===== config.mk =====
export PLATFORM = sky130hd
export DESIGN_NAME = power_mode_reset_input_mux
export DESIGN_NICKNAME = d
export VERILOG_FILES = /design/src/power_mode_pkg.sv /design/src/power_mode_reset_input_mux.sv /design/src/level_sync.sv /design/src/channel_input_mux.sv
export SDC_FILE = /design/constraint.sdc
export NUM_CORES = 1
export LEC_CHECK = 0
export ABC_AREA = 0
export BUFFER_PORTS_ARGS = -buffer_cell sky130_fd_sc_hd__buf_2
export CAP_MARGIN = 20
export CORE_ASPECT_RATIO = 1.75
export CORE_MARGIN = 3
export CORE_UTILIZATION = 40
export DETAILED_ROUTE_END_ITERATION = 8
export PLACE_DENSITY = 0.71
export SKIP_CTS_REPAIR_TIMING = 1
export SLEW_MARGIN = 40
export SYNTH_ARGS = -nofsm -noshare
export SYNTH_HDL_FRONTEND = slang
export SYNTH_SLANG_ARGS = --single-unit

===== constraint.sdc =====
create_clock -name REF_CLK_IN -period 2.23 [get_ports REF_CLK_IN]
set_clock_uncertainty 0.2 [all_clocks]
set_input_delay 0.1115 -clock REF_CLK_IN [delete_from_list [all_inputs] [get_ports REF_CLK_IN]]
set_output_delay 0.1115 -clock REF_CLK_IN [all_outputs]
set_load 0.01 [all_outputs]

===== src/power_mode_pkg.sv =====
// Constants, register map and mode encoding for the power mode, reset and input multiplexer block.
package power_mode_pkg;

	// ==========================================================
	// Sizes.
	localparam int ADDR_W = 8;
	localparam int DATA_W = 32;
	localparam int CHANNELS = 8;
	localparam int PIN_COUNT = 3;
	localparam int IRQ_W = 3;

	// ==========================================================
	// Register offsets (byte addresses, one word each).
	localparam logic [7:0] ADDR_COMMAND = 8'h00;
	localparam logic [7:0] ADDR_STATUS = 8'h04;
	localparam logic [7:0] ADDR_INPUT_SELECT = 8'h08;
	localparam logic [7:0] ADDR_ALT_PIN = 8'h0C;
	localparam logic [7:0] ADDR_IRQ_STATUS = 8'h10;
	localparam logic [7:0] ADDR_IRQ_MASK = 8'h14;

	// ==========================================================
	// Field positions.
	localparam int CMD_WAKE_BIT = 0;
	localparam int CMD_STANDBY_BIT = 1;
	localparam int CMD_RESET_BIT = 2;
	localparam int STATUS_OPERATE_BIT = 0;
	localparam int STATUS_TEF_BIT = 1;
	localparam int STATUS_UV_BIT = 2;
	localparam int STATUS_WAKING_BIT = 3;
	localparam int IRQ_RESET_DONE_BIT = 0;
	localparam int IRQ_AWAKE_BIT = 1;
	localparam int IRQ_UV_BIT = 2;

	// ==========================================================
	// Input select codes, two bits per channel.
	localparam logic [1:0] SEL_OFF = 2'h0;
	localparam logic [1:0] SEL_FIRST = 2'h1;
	localparam logic [1:0] SEL_SECOND_THIRD = 2'h2;
	localparam logic [1:0] SEL_ON = 2'h3;

	// ==========================================================
	// Reset values.
	localparam logic [15:0] INPUT_SELECT_RESET = 16'h0000;
	localparam logic [7:0] ALT_PIN_RESET = 8'h00;
	localparam logic [2:0] IRQ_MASK_RESET = 3'h0;
	localparam logic [31:0] DIAG_FRAME = 32'h0000_0006;

	// ==========================================================
	// Timing: longest wake time, an exact whole number of cycles.
	localparam int CLK_MHZ = 100;
	localparam int WAKE_TIME_US = 200;
	localparam int WAKE_CYCLES = WAKE_TIME_US * CLK_MHZ;

	// ==========================================================
	// Power mode states, one-hot.
	typedef enum logic [2:0] {
		MODE_SLEEP = 3'h1,
		MODE_WAKING = 3'h2,
		MODE_OPERATE = 3'h4
	} mode_t;

endpackage


===== src/power_mode_reset_input_mux.sv =====
// Power mode sequencing, reset handling, register port and channel drive of the relay switch.
//
// Local design decisions: the address map and strobed register access.
module power_mode_reset_input_mux #(
	parameter int WAKE_TIME_CYCLES = power_mode_pkg::WAKE_CYCLES
) (
	input wire logic REF_CLK_IN,
	input wire logic RESET_N_IN,
	input wire logic BATTERY_SUPPLY_OK_IN,
	input wire logic LOGIC_SUPPLY_OK_IN,
	input wire logic INPUT_PIN_FIRST_IN,
	input wire logic INPUT_PIN_SECOND_IN,
	input wire logic INPUT_PIN_THIRD_IN,
	input wire logic [7:0] REG_ADDR_IN,
	input wire logic [31:0] REG_WDATA_IN,
	input wire logic REG_WRITE_IN,
	input wire logic REG_READ_IN,
	output logic [31:0] REG_RDATA_OUT,
	output logic [7:0] CHANNEL_OUT,
	output logic OPERATION_MODE_OUT,
	output logic IRQ_OUT
);

	// ==========================================================
	// Elaboration check.
	if (WAKE_TIME_CYCLES < 1) begin : g_bad_wake
		$error("WAKE_TIME_CYCLES must be at least one");
	end

	// ==========================================================
	// Declarations.
	power_mode_pkg::mode_t state, next_state;
	logic [31:0] wake_count, next_wake_count;
	logic [15:0] input_select, next_input_select;
	logic [7:0] alt_pin, next_alt_pin;
	logic tef, next_tef;
	logic uv_prev, next_uv_prev;
	logic [2:0] irq_status, next_irq_status;
	logic [2:0] irq_mask, next_irq_mask;
	logic [31:0] next_rdata;
	logic [7:0] next_channel;
	logic next_irq;
	logic next_operation;
	logic [4:0] pins_sync;
	logic battery_ok, logic_ok;
	logic [2:0] input_pins;
	logic [7:0] demand;
	logic uv_active;
	logic cmd_write, wake_cmd, standby_cmd, reset_cmd;
	logic [31:0] status_word;
	logic [2:0] irq_events;

	// ==========================================================
	// Pins from outside the clock domain pass two flip-flops first.
	level_sync #(
		.WIDTH(5)
	) u_sync (
		.clk_in(REF_CLK_IN),
		.reset_n_in(RESET_N_IN),
		.async_in({INPUT_PIN_THIRD_IN, INPUT_PIN_SECOND_IN, INPUT_PIN_FIRST_IN,
			LOGIC_SUPPLY_OK_IN, BATTERY_SUPPLY_OK_IN}),
		.sync_out(pins_sync)
	);

	assign battery_ok = pins_sync[0];
	assign logic_ok = pins_sync[1];
	assign input_pins = pins_sync[4:2];

	channel_input_mux #(
		.CHANNELS(power_mode_pkg::CHANNELS)
	) u_mux (
		.select_in(input_select),
		.alt_pin_in(alt_pin),
		.pin_in(input_pins),
		.demand_out(demand)
	);

	// ==========================================================
	// Reset sources and command decode.
	// Undervoltage holds while either supply is low; a lost logic supply also drops into sleep.
	assign uv_active = !battery_ok || !logic_ok;
	// Writes are ignored while undervoltage holds, because the banks are held at default.
	assign cmd_write = REG_WRITE_IN && (REG_ADDR_IN == power_mode_pkg::ADDR_COMMAND) && !uv_active;
	assign reset_cmd = cmd_write && REG_WDATA_IN[power_mode_pkg::CMD_RESET_BIT];
	assign standby_cmd = cmd_write && REG_WDATA_IN[power_mode_pkg::CMD_STANDBY_BIT];
	assign wake_cmd = cmd_write && REG_WDATA_IN[power_mode_pkg::CMD_WAKE_BIT];

	always_comb begin
		status_word = '0;
		status_word[power_mode_pkg::STATUS_OPERATE_BIT] = (state == power_mode_pkg::MODE_OPERATE);
		status_word[power_mode_pkg::STATUS_TEF_BIT] = tef;
		status_word[power_mode_pkg::STATUS_UV_BIT] = uv_active;
		status_word[power_mode_pkg::STATUS_WAKING_BIT] = (state == power_mode_pkg::MODE_WAKING);
	end

	// ==========================================================
	// Mode sequencing: sleep, waking delay, operation.
	always_comb begin
		next_state = state;
		next_wake_count = wake_count;
		case (state)
			power_mode_pkg::MODE_SLEEP: begin
				if (wake_cmd && !standby_cmd && !reset_cmd) begin
					next_state = power_mode_pkg::MODE_WAKING;
					next_wake_count = '0;
				end
			end
			power_mode_pkg::MODE_WAKING: begin
				// The wake delay ends at its upper bound, so the host's wait always covers it.
				if (wake_count == 32'(WAKE_TIME_CYCLES - 1)) begin
					next_state = power_mode_pkg::MODE_OPERATE;
				end else begin
					next_wake_count = wake_count + 32'h0000_0001;
				end
			end
			power_mode_pkg::MODE_OPERATE: begin
				next_state = power_mode_pkg::MODE_OPERATE;
			end
			default: next_state = power_mode_pkg::MODE_SLEEP;
		endcase
		// Resets and standby override any wake in progress.
		if (uv_active || reset_cmd || standby_cmd) begin
			next_state = power_mode_pkg::MODE_SLEEP;
			next_wake_count = '0;
		end
	end

	always_ff @(posedge REF_CLK_IN or negedge RESET_N_IN) begin
		if (!RESET_N_IN) begin
			state <= power_mode_pkg::MODE_SLEEP;
			wake_count <= '0;
		end else begin
			state <= next_state;
			wake_count <= next_wake_count;
		end
	end

	// ==========================================================
	// Register banks, transfer error flag and interrupt state.
	always_comb begin
		next_input_select = input_select;
		next_alt_pin = alt_pin;
		next_irq_mask = irq_mask;
		next_tef = tef;
		next_irq_status = irq_status;
		next_uv_prev = uv_active;
		irq_events = '0;
		if (REG_WRITE_IN && !uv_active) begin
			if (REG_ADDR_IN == power_mode_pkg::ADDR_INPUT_SELECT) begin
				next_input_select = REG_WDATA_IN[15:0];
			end
			if (REG_ADDR_IN == power_mode_pkg::ADDR_ALT_PIN) begin
				next_alt_pin = REG_WDATA_IN[7:0];
			end
			if (REG_ADDR_IN == power_mode_pkg::ADDR_IRQ_MASK) begin
				next_irq_mask = REG_WDATA_IN[2:0];
			end
		end
		// Read-to-clear comes first so that a same-cycle event still sets its bit.
		if (REG_READ_IN && (REG_ADDR_IN == power_mode_pkg::ADDR_STATUS) && !uv_active) begin
			next_tef = 1'b0;
		end
		// A read during undervoltage returns the frame, so it must not clear events it never showed.
		if (REG_READ_IN && (REG_ADDR_IN == power_mode_pkg::ADDR_IRQ_STATUS) && !uv_active) begin
			next_irq_status = '0;
		end
		// Select and pin banks reset on undervoltage, reset command or standby command; the mask on the first two only.
		if (uv_active || reset_cmd || standby_cmd) begin
			next_input_select = power_mode_pkg::INPUT_SELECT_RESET;
			next_alt_pin = power_mode_pkg::ALT_PIN_RESET;
		end
		if (uv_active || reset_cmd) begin
			next_irq_mask = power_mode_pkg::IRQ_MASK_RESET;
		end
		// The flag marks every completed reset: command at once, undervoltage on release.
		if (reset_cmd || (uv_prev && !uv_active)) begin
			next_tef = 1'b1;
			irq_events[power_mode_pkg::IRQ_RESET_DONE_BIT] = 1'b1;
		end
		if (uv_active) begin
			next_tef = 1'b1;
		end
		irq_events[power_mode_pkg::IRQ_UV_BIT] = uv_active && !uv_prev;
		irq_events[power_mode_pkg::IRQ_AWAKE_BIT] = (state == power_mode_pkg::MODE_WAKING)
			&& (next_state == power_mode_pkg::MODE_OPERATE);
		next_irq_status = next_irq_status | irq_events;
	end

	// The reset values mark power-on: flag set and undervoltage assumed until supplies prove good.
	always_ff @(posedge REF_CLK_IN or negedge RESET_N_IN) begin
		if (!RESET_N_IN) begin
			input_select <= power_mode_pkg::INPUT_SELECT_RESET;
			alt_pin <= power_mode_pkg::ALT_PIN_RESET;
			irq_mask <= power_mode_pkg::IRQ_MASK_RESET;
			tef <= 1'b1;
			uv_prev <= 1'b1;
			irq_status <= '0;
		end else begin
			input_select <= next_input_select;
			alt_pin <= next_alt_pin;
			irq_mask <= next_irq_mask;
			tef <= next_tef;
			uv_prev <= next_uv_prev;
			irq_status <= next_irq_status;
		end
	end

	// ==========================================================
	// Outputs: read data, channel drive, mode and interrupt, all registered.
	always_comb begin
		next_rdata = '0;
		if (REG_READ_IN) begin
			if (uv_active) begin
				next_rdata = power_mode_pkg::DIAG_FRAME;
			end else begin
				case (REG_ADDR_IN)
					power_mode_pkg::ADDR_STATUS: next_rdata = status_word;
					power_mode_pkg::ADDR_INPUT_SELECT: next_rdata = {16'h0000, input_select};
					power_mode_pkg::ADDR_ALT_PIN: next_rdata = {24'h00_0000, alt_pin};
					power_mode_pkg::ADDR_IRQ_STATUS: next_rdata = {29'h0000_0000, irq_status};
					power_mode_pkg::ADDR_IRQ_MASK: next_rdata = {29'h0000_0000, irq_mask};
					default: next_rdata = '0;
				endcase
			end
		end
		// Channels drive only in operation mode; every other mode holds them off.
		next_channel = (state == power_mode_pkg::MODE_OPERATE) ? demand : 8'h00;
		next_operation = (state == power_mode_pkg::MODE_OPERATE);
		next_irq = |(irq_status & irq_mask);
	end

	// The read port lives on the logic supply, so it answers in every mode.
	always_ff @(posedge REF_CLK_IN or negedge RESET_N_IN) begin
		if (!RESET_N_IN) begin
			REG_RDATA_OUT <= '0;
			CHANNEL_OUT <= '0;
			OPERATION_MODE_OUT <= 1'b0;
			IRQ_OUT <= 1'b0;
		end else begin
			REG_RDATA_OUT <= next_rdata;
			CHANNEL_OUT <= next_channel;
			OPERATION_MODE_OUT <= next_operation;
			IRQ_OUT <= next_irq;
		end
	end
endmodule // power_mode_reset_input_mux


===== src/level_sync.sv =====
// Two flip-flop synchroniser for asynchronous pin levels.
module level_sync #(
	parameter int WIDTH = 1
) (
	input wire logic clk_in,
	input wire logic reset_n_in,
	input wire logic [WIDTH-1:0] async_in,
	output logic [WIDTH-1:0] sync_out
);

	logic [WIDTH-1:0] stage_one;

	// ==========================================================
	// The first stage feeds only the second, which keeps metastability contained.
	always_ff @(posedge clk_in or negedge reset_n_in) begin
		if (!reset_n_in) begin
			stage_one <= '0;
			sync_out <= '0;
		end else begin
			stage_one <= async_in;
			sync_out <= stage_one;
		end
	end

endmodule // level_sync


===== src/channel_input_mux.sv =====
// Per-channel source multiplexer between fixed states and the control input pins.
module channel_input_mux #(
	parameter int CHANNELS = 8
) (
	input wire logic [2*CHANNELS-1:0] select_in,
	input wire logic [CHANNELS-1:0] alt_pin_in,
	input wire logic [power_mode_pkg::PIN_COUNT-1:0] pin_in,
	output logic [CHANNELS-1:0] demand_out
);

	// ==========================================================
	// One independent selector per channel.
	for (genvar ch = 0; ch < CHANNELS; ch++) begin : g_channel
		always_comb begin
			case (select_in[2*ch +: 2])
				power_mode_pkg::SEL_OFF: demand_out[ch] = 1'b0;
				// A high pin is an on command, a low pin (also an open one) an off command.
				power_mode_pkg::SEL_FIRST: demand_out[ch] = pin_in[0];
				power_mode_pkg::SEL_SECOND_THIRD: demand_out[ch] = alt_pin_in[ch] ? pin_in[2] : pin_in[1];
				power_mode_pkg::SEL_ON: demand_out[ch] = 1'b1;
				default: demand_out[ch] = 1'b0;
			endcase
		end
	end

endmodule // channel_input_mux


==> flow_summary.ini, run 1 <==
[status]
status = completed

[place]
dp_hpwl_mm = 9.68
place_congestion = 0.862
place_worst_setup_slack_ns = 0.0157
io_buffers = 58
place_area_um2 = 5710
placed_cells = 753

[floorplan]
core_region_area_um2 = 12100
initial_core_util_pct = 41.5
die_width_um = 90.9
io_pins = 91
die-area_um2 = 14000
die_y_um = 154
core.rowCount = 53

[power]
irDropWorstVdd_mv = 0.419
p_comb_share_pct = 5.5
powerDensity_nw_per_um2 = 608
p_sw_share_pct = 22.7
seqPwrFrac_pct = 49.3
p_switching_uw = 872
cellLeakagePower_uw = 0.00280
p_int_uw = 2970
pwr-share-clk_pct = 45.1

[setup_path]
crit_fanout = 6
arrival_ns = 2.18
startpoint_type = flop
cp-end-kind = flop
path_class = flop to flop
required_ns = 2.26

[layout]
drive_above_1_share_pct = 22.3
final_cells = 793
diodes = 0
area_growth_pct = 25.2
fin_nets = 673
mostFrequentLayoutCells = dfrtp_1 (100), buf_2 (57), buf_4 (43)
final_common_cell = dfrtp_1
design_area_um2 = 6310

[clocking]
clkLatencyLatePin_ns = 0.34
cts_tree = yes
clockBufferDepth = 2
clock_sinks = 103
htree_levels = 3
numCtsBuffers = 9
clk_pin_slew_worst_paths_ns = 0.07
cts_root_buf = clkbuf_16

[detailed_routing]
ant_nets = 0
routed_via_density = 5.69
vias = 4516
drtPass1Iterations = 5
drt_iter0_drc = 257
finalWirelength_mm = 13.7
routedWlPerCell_um = 17.3
route.detailed.drc = 0

[yosys]
synthDistinctLibCells = 57
synthArstFlopShare_pct = 100
postSynthAreaPerCell_um2 = 9.79
yosysWarnings = 0
syn_area_um2 = 5040
synth-seq-area-share_pct = 51.2
synth_top_flop_cell = dfrtp_1
synth_edf_count = 0
synth_cells = 515
ys_ff_latch = 103

[sta]
fin_ws_ns = 0.0730
slew_headroom_pct = 57.6
fin_tns_setup_ns = 0
drv_slew = 0
period_minus_slack_ns = 2.16
hold_violations = 0
period_share_pct = 96.7
worst_pin_slew_ns = 0.636
grt_setup_unrepaired = false
finalSetupViolCount = 0
max_freq_mhz = 464

[global_route]
grt_pass1_vias = 4517
grt_pass1_wl_mm = 22.1
grtUsageTotal_pct = 19.6
antenna_found_initial = 0
grt_max_degree = 51
gr-total-overflow = 0

[worst_hold_path]
hold_path.class = primary input to flop

[job]
drv_cap = 0
[per-layer routing]
| metal | GRT usage, % | part of all wire [%] |
|---|---|---|
| met1 | 20.1 | 36 |
| met2 | 36.3 | 54 |
| met3 | 4.23 | 5.5 |
| met4 | 10.8 | 3.9 |
| met5 | 0 | 0 |
[power groups by stage]
| stage | clock network, µW | registers (µW) | logic, µW |
|---|---|---|---|
| final | 1730 | 1890 | 213 |
| after floorplan | 0 | 1920 | 89.3 |
| after global routing | 1840 | 1890 | 234 |
| after global placement | 0 | 1930 | 176 |
| after detailed placement | 0 | 1930 | 180 |
| after CTS | 1750 | 1890 | 181 |
[worst max-delay path, cell delays in order, from the launching register on]
cell,delay (ns)
dfrtp_1,0.39
ha_2,0.22
and4_1,0.23
nand4_1,0.15
o21ai_0,0.09
buf_4,0.17
and2_2,0.23
a221o_1,0.35
[final timing paths]
kind | startpoint | endpoint | slack (ns) | depth (start not counted)
setup / recovery | wake_count[0] | wake_count[14] | 0.07 | 7
hold / removal | REG_WRITE_IN | irq_mask[0] | 0.02 | 4
setup reg to reg | wake_count[0] | wake_count[14] | 0.07 | 7
hold reg to reg | u_sync.stage_one[2] | u_sync.sync_out[2] | 0.15 | 0
max in group asynchronous | RESET_N_IN | state[0] | 1.04 | 3
min in group asynchronous | RESET_N_IN | REG_RDATA_OUT[11] | 0.12 | 2
[logic make-up (layout without fill, tap and decap cells)]
logic type               after synthesis  count (layout)  synth area share [%]
AO/OA/AOI/OAI                        119             119                  15.8
AND/OR/NAND/NOR                      217             217                  23.0
XOR/XNOR                               1               1                 0.174
adder cells (fa/ha/maj)                1               1                 0.248
multiplexers                          17              17                  3.50
flip-flops                           103             103                  51.2
buffers and inverters                 56             154                  5.91
other                                  1              16                0.0744
[Yosys cell counts, drive strengths merged (11+ instances only)]
master | instances | area [µm²]
inv | 11 | 41.3
nand4 | 14 | 87.6
nor2 | 33 | 124
o21ai | 12 | 60.1
a31oi | 17 | 106
nand3 | 29 | 145
and3 | 17 | 106
a22oi | 13 | 97.6
nor3 | 21 | 105
clkbuf | 16 | 60.1
nand2 | 43 | 164
dfrtp | 100 | 2500
and2 | 17 | 106
a21oi | 33 | 169
buf | 29 | 196
mux2i | 12 | 120
[registers in the layout, indices dropped and copies added, names as in the netlist]
register and count:
alt_pin 8, uv_prev 1, input_select 16, CHANNEL_OUT 8, REG_RDATA_OUT 16, irq_status 3
tef 1, state 3, u_sync.sync_out 5, irq_mask 3, wake_count 32, IRQ_OUT 1
OPERATION_MODE_OUT 1, u_sync.stage_one 5
[metrics by stage]
step,hold WS [ns],util [%],total power (µW)
4_1_cts,-0.394,49.8,3830
6_report,0.0249,52.0,3840
3_5_place_dp,-0.0293,47.1,2110
2_1_floorplan,-0.384,-,2010
3_3_place_gp,-0.0316,47.1,2100
5_1_grt,0.0162,52.0,3960
[cell type report]
class                      count  area (µm²)
clock inverter                 7         104
timing repair buffer         127         908
inverter                      11        41.3
fill                        1086        5820
clock buffer                   9         225
tap                          165         206
multi-input combinational    371        2250
sequential                   103        2580
No activity file was read; power rests on OpenSTA's default activity.
==> run 2: changes to the inputs <==
Settings changed: CORE_ASPECT_RATIO 1.75 to 2, PLACE_DENSITY 0.71 to 0.68.
Clock period 2.23 ns to 2.2 ns, I/O delays scaled along.
==> flow_summary.ini, run 2 (synthesis results as in run 1) <==
[layout]
final_cells = 785
fin_nets = 683
area_growth_pct = 26.8
multi_input_area_um2 = 2280
nFillCells = 1081
diodes = 0
largest_reg_flops = 32
final_common_cell = dfrtp_1
top_register = wake_count
mostFrequentLayoutCells = dfrtp_1 (99), buf_2 (57), buf_4 (53)
top_regs = wake_count x32, REG_RDATA_OUT x16, input_select x16
drive_above_1_share_pct = 24.8
regArea_um2 = 2580

[floorplan]
io_pins = 91
initial_core_util_pct = 41.1
die-area_um2 = 14100
die_width_um = 85.4
die_y_um = 165
core_region_area_um2 = 12300
core.rowCount = 57

[detailed_routing]
m1WireLength_mm = 5.01
routedWlPerCell_um = 18.6
route.detailed.drc = 0
top_layer_used = met4
finalWirelength_mm = 14.6
ant_nets = 0
wl_met3_um = 547
routed_via_density = 5.76
drt_iter0_drc = 256
vias = 4521
drtPass1Iterations = 4
wl_met2_mm = 8.21

[sta]
fin_ws_ns = 0.00481
grt_setup_unrepaired = true
drv_slew = 0
period_minus_slack_ns = 2.20
fin_tns_setup_ns = 0
max_freq_mhz = 456
period_share_pct = 99.8
hold_violations = 0
finalSetupViolCount = 0

[power]
seqPwrFrac_pct = 48.8
irDropWorstVdd_mv = 0.448
pwr-share-clk_pct = 45.7
powerDensity_nw_per_um2 = 615
p_int_uw = 3040
p_sw_share_pct = 22.6
p_switching_uw = 889
cellLeakagePower_uw = 0.00288
p_comb_share_pct = 5.5

[setup_path]
cp_common_cell = buf_4
path_buf_inv = 2
rr_startpoint = wake_count[1]
arrival_ns = 2.28
crit_chain = ha_2 -> and4_1 -> nand4_1 -> nor2_1 -> buf_4 -> buf_4 -> or4_1 -> nand3_1
crit_fanout = 3
cp_top_family = simple AND/OR/NAND/NOR gates
path_class = flop to flop
slowest_delay_ns = 0.49
reg2reg_depth = 8
required_ns = 2.29
timing.rr.end = wake_count[6]
r2r_slack_ns = 0.005
cp_slowest_cell = or4_1
cp-end-kind = flop
startpoint_type = flop

[worst_hold_path]
hold_path.class = primary input to async pin

[global_route]
antenna_found_initial = 0
gr-total-overflow = 0
grt_pass1_wl_mm = 23.3
grt_pass1_vias = 4699
grtUsageTotal_pct = 21.0
grt_max_degree = 52

[clocking]
cts_root_buf = clkbuf_16
cts_tree = yes
clockBufferDepth = 2
clkLatencyLatePin_ns = 0.35
clock_sinks = 103
numCtsBuffers = 9
htree_levels = 3
clk_pin_slew_worst_paths_ns = 0.08

[job]
drv_cap = 0

[place]
place_worst_setup_slack_ns = -0.0170
place_congestion = 0.933
placed_cells = 741
dp_hpwl_mm = 10.5
io_buffers = 58

[status]
status = completed
-- run 2: changes by cell type in the layout (fill, tap and decap cells not counted), moves of 2 or more --
cell        before  now
buf_4           43   53
clkinvlp_4       2    0
nor4b_1          3    1
nor4b_2          0    2
-- run 2: stage by stage --
stage               hold slack [ns]  instance area [µm²]  util (%)  power, µW
floorplan                    -0.386                 5100         -       2040
detailed placement           -0.156                 5720      46.7       2140
global route                 0.0290                 6390      52.1       4070
finish                      0.00288                 6390      52.1       3930
global placement             -0.162                 5720      46.7       2140
CTS                          -0.528                 6060      49.4       3920
-- run 2: power groups by stage --
stage	Combinational, µW	Sequential [µW]	Clock [µW]
6_report	217	1920	1790
5_1_grt	239	1920	1910
4_1_cts	184	1920	1820
3_5_place_dp	183	1960	0
3_3_place_gp	180	1950	0
2_1_floorplan	90.5	1950	0
-- run 2: area by class of cell --
class / instances / area share [%]
clock buffer: 10 / 3.74
clock inverter: 6 / 1.53
inverter: 11 / 0.646
multi-input combinational: 372 / 35.7
sequential: 103 / 40.4
tap: 147 / 2.88
timing repair buffer: 136 / 15.1
-- run 2: per-layer routing --
| layer | track usage [%] | vias to the layer above |
|---|---|---|
| li1 | - | 2091 |
| met1 | 20.8 | 2224 |
| met2 | 39.4 | 154 |
| met3 | 3.15 | 52 |
| met4 | 13.6 | 0 |
| met5 | 0 | - |
-- run 2: worst reg2reg max path: cells and delay by family (launching register included) --
| kind | cells | cell delay, ns |
|---|---|---|
| and+or+nand+nor | 5 | 1.07 |
| DFF | 1 | 0.40 |
| adders and majority gates | 1 | 0.20 |
| buffers and inverters | 2 | 0.28 |
-- run 2: worst max-delay path by stage --
stage	cells past startpoint	slack, ns	endpoint	start
final	8	0.005	wake_count[6]	wake_count[1]
after floorplan	9	0.11	wake_count[6]	u_sync.sync_out[0]
after CTS	7	-0.02	wake_count[28]	wake_count[1]
after global placement	7	0.04	wake_count[28]	wake_count[0]
after global routing	8	-0.08	wake_count[6]	wake_count[1]
after detailed placement	7	-0.02	wake_count[28]	wake_count[1]
==> run 3: changes to the inputs <==
Clock period 2.2 ns to 2.1 ns, I/O delays scaled along.
==> flow_summary.ini, run 3 (synthesis results as in run 1) <==
[status]
status = finished with violations
violations = hold timing, setup timing

[setup_path]
startpoint_type = flop
required_ns = 2.17
cp-end-kind = flop
crit_path_start = wake_count[14]
slowest_delay_ns = 0.44
cp_common_cell = nand4_1
crit_fanout = 5
crit_chain = buf_6 -> nand4_1 -> nor4_2 -> buf_4 -> nand4_1 -> or3_1 -> a21oi_2
cp_top_family = simple AND/OR/NAND/NOR gates
cp_slowest_cell = dfrtp_1
path_class = flop to flop
rr_startpoint = wake_count[14]
arrival_ns = 2.25
r2r_slack_ns = -0.07
path_buf_inv = 2

[global_route]
gr-total-overflow = 0
antenna_found_initial = 0
grtUsageTotal_pct = 21.0
grt_pass1_vias = 4646
grt_max_degree = 42
grt_pass1_wl_mm = 23.1

[layout]
top_register = wake_count
drive_above_1_share_pct = 30.5
nFillCells = 1097
mostFrequentLayoutCells = dfrtp_1 (98), buf_4 (72), buf_2 (58)
largest_reg_flops = 32
final_common_cell = dfrtp_1
top_regs = wake_count x32, REG_RDATA_OUT x16, input_select x16
final_cells = 813
final_core_util_pct = 54.9
area_growth_pct = 33.6
fin_nets = 711
diodes = 0

[place]
io_buffers = 58
dp_hpwl_mm = 10.7
placed_cells = 757
place_congestion = 0.933

[power]
powerDensity_nw_per_um2 = 592
irDropWorstVdd_mv = 0.449
cellLeakagePower_uw = 0.00305

[worst_hold_path]
min_from = REG_WRITE_IN
hold_path.class = primary input to flop

[sta]
grt_setup_unrepaired = true
slew_headroom_pct = 64.2
worst_pin_slew_ns = 0.537
fin_ws_ns = -0.0746
hold_violations = 2
worst_hold_slack_ns = -0.0197
finalSetupViolCount = 3
period_minus_slack_ns = 2.17
period_share_pct = 104
drv_slew = 0
max_freq_mhz = 460

[job]
drv_cap = 0

[clocking]
clockBufferDepth = 2
clk_pin_slew_worst_paths_ns = 0.07
clkLatencyLatePin_ns = 0.35
htree_levels = 3
cts_root_buf = clkbuf_16
clock_sinks = 103
numCtsBuffers = 9
cts_tree = yes

[detailed_routing]
route.detailed.drc = 0
routedWlPerCell_um = 18.9
vias = 4776
ant_nets = 0
routed_via_density = 5.87
drt_iter0_drc = 228
top_layer_used = met4
m1WireLength_mm = 5.04
finalWirelength_mm = 15.3
wl_met3_um = 769
drtPass1Iterations = 5
wl_met2_mm = 8.63

[floorplan]
core_region_area_um2 = 12300
io_pins = 91
core.rowCount = 57
die-area_um2 = 14100
die_y_um = 165
initial_core_util_pct = 41.1
die_width_um = 85.4
run 3: cell types whose count changed in the layout (fill, tap and decap cells not counted), moves of 2 or more:
cell	delta
nand2_1	-2
nand3_1	-2
o21ai_1	+2
nor3_2	+4
nor4_1	-2
and2_4	+2
buf_6	+5
nand3_2	+2
nor3_1	-4
inv_6	-2
buf_4	+19
o21ai_0	-3
nand2_2	+2
run 3: final timing paths:
kind                                      end  cells after the start
min in group asynchronous     input_select[6]                      2
max reg2reg                    wake_count[28]                      7
max in group asynchronous      CHANNEL_OUT[7]                      3
min reg2reg                u_sync.sync_out[0]                      0
max                            wake_count[28]                      7
min                               irq_mask[1]                      4
run 3: final cells by class:
type	instances	area [µm²]	share of cell area (%)
repair buffers	164	1230	18.2
multi-input cells	372	2390	35.5
clock inverters	6	77.6	1.15
clock buffers	10	229	3.40
well taps	147	184	2.73
inverters	11	41.3	0.613
flip-flops and latches	103	2580	38.4
run 3: stage by stage:
step / setup WS (ns) / hold WS [ns] / setup TNS [ns] / power [µW] / cell area, µm²
global route: -0.173 / 0.0112 / -2.91 / 4110 / 6730
CTS: -0.168 / -0.453 / -0.407 / 3990 / 6160
detailed placement: -0.140 / -0.0696 / -0.189 / 2250 / 5860
global placement: -0.0975 / -0.0757 / -0.123 / 2240 / 5860
floorplan: 0.00564 / -0.391 / 0 / 2140 / 5100
finish: -0.0746 / -0.0197 / -0.0916 / 3990 / 6730
run 3: report_power, final:
part / leakage [µW] / switching [µW] / total [µW] / internal, µW
Combinational: 0.00152 / 139 / 238 / 99.0
Clock: 0.000147 / 793 / 1740 / 947
Sequential: 0.00138 / 11.6 / 2010 / 2000
run 3: worst min-delay path, cell delays in order:
cell	delay, ns
buf_2	0.12
nand3_1	0.12
nand2_1	0.09
a21oi_1	0.05
run 3: metal layers:
| metal | global-route usage [%] | vias to the layer above |
|---|---|---|
| met3 | 3.74 | 66 |
| met2 | 39.1 | 209 |
| met1 | 20.5 | 2351 |
| li1 | - | 2150 |
| met5 | 0 | - |
| met4 | 14.2 | 0 |
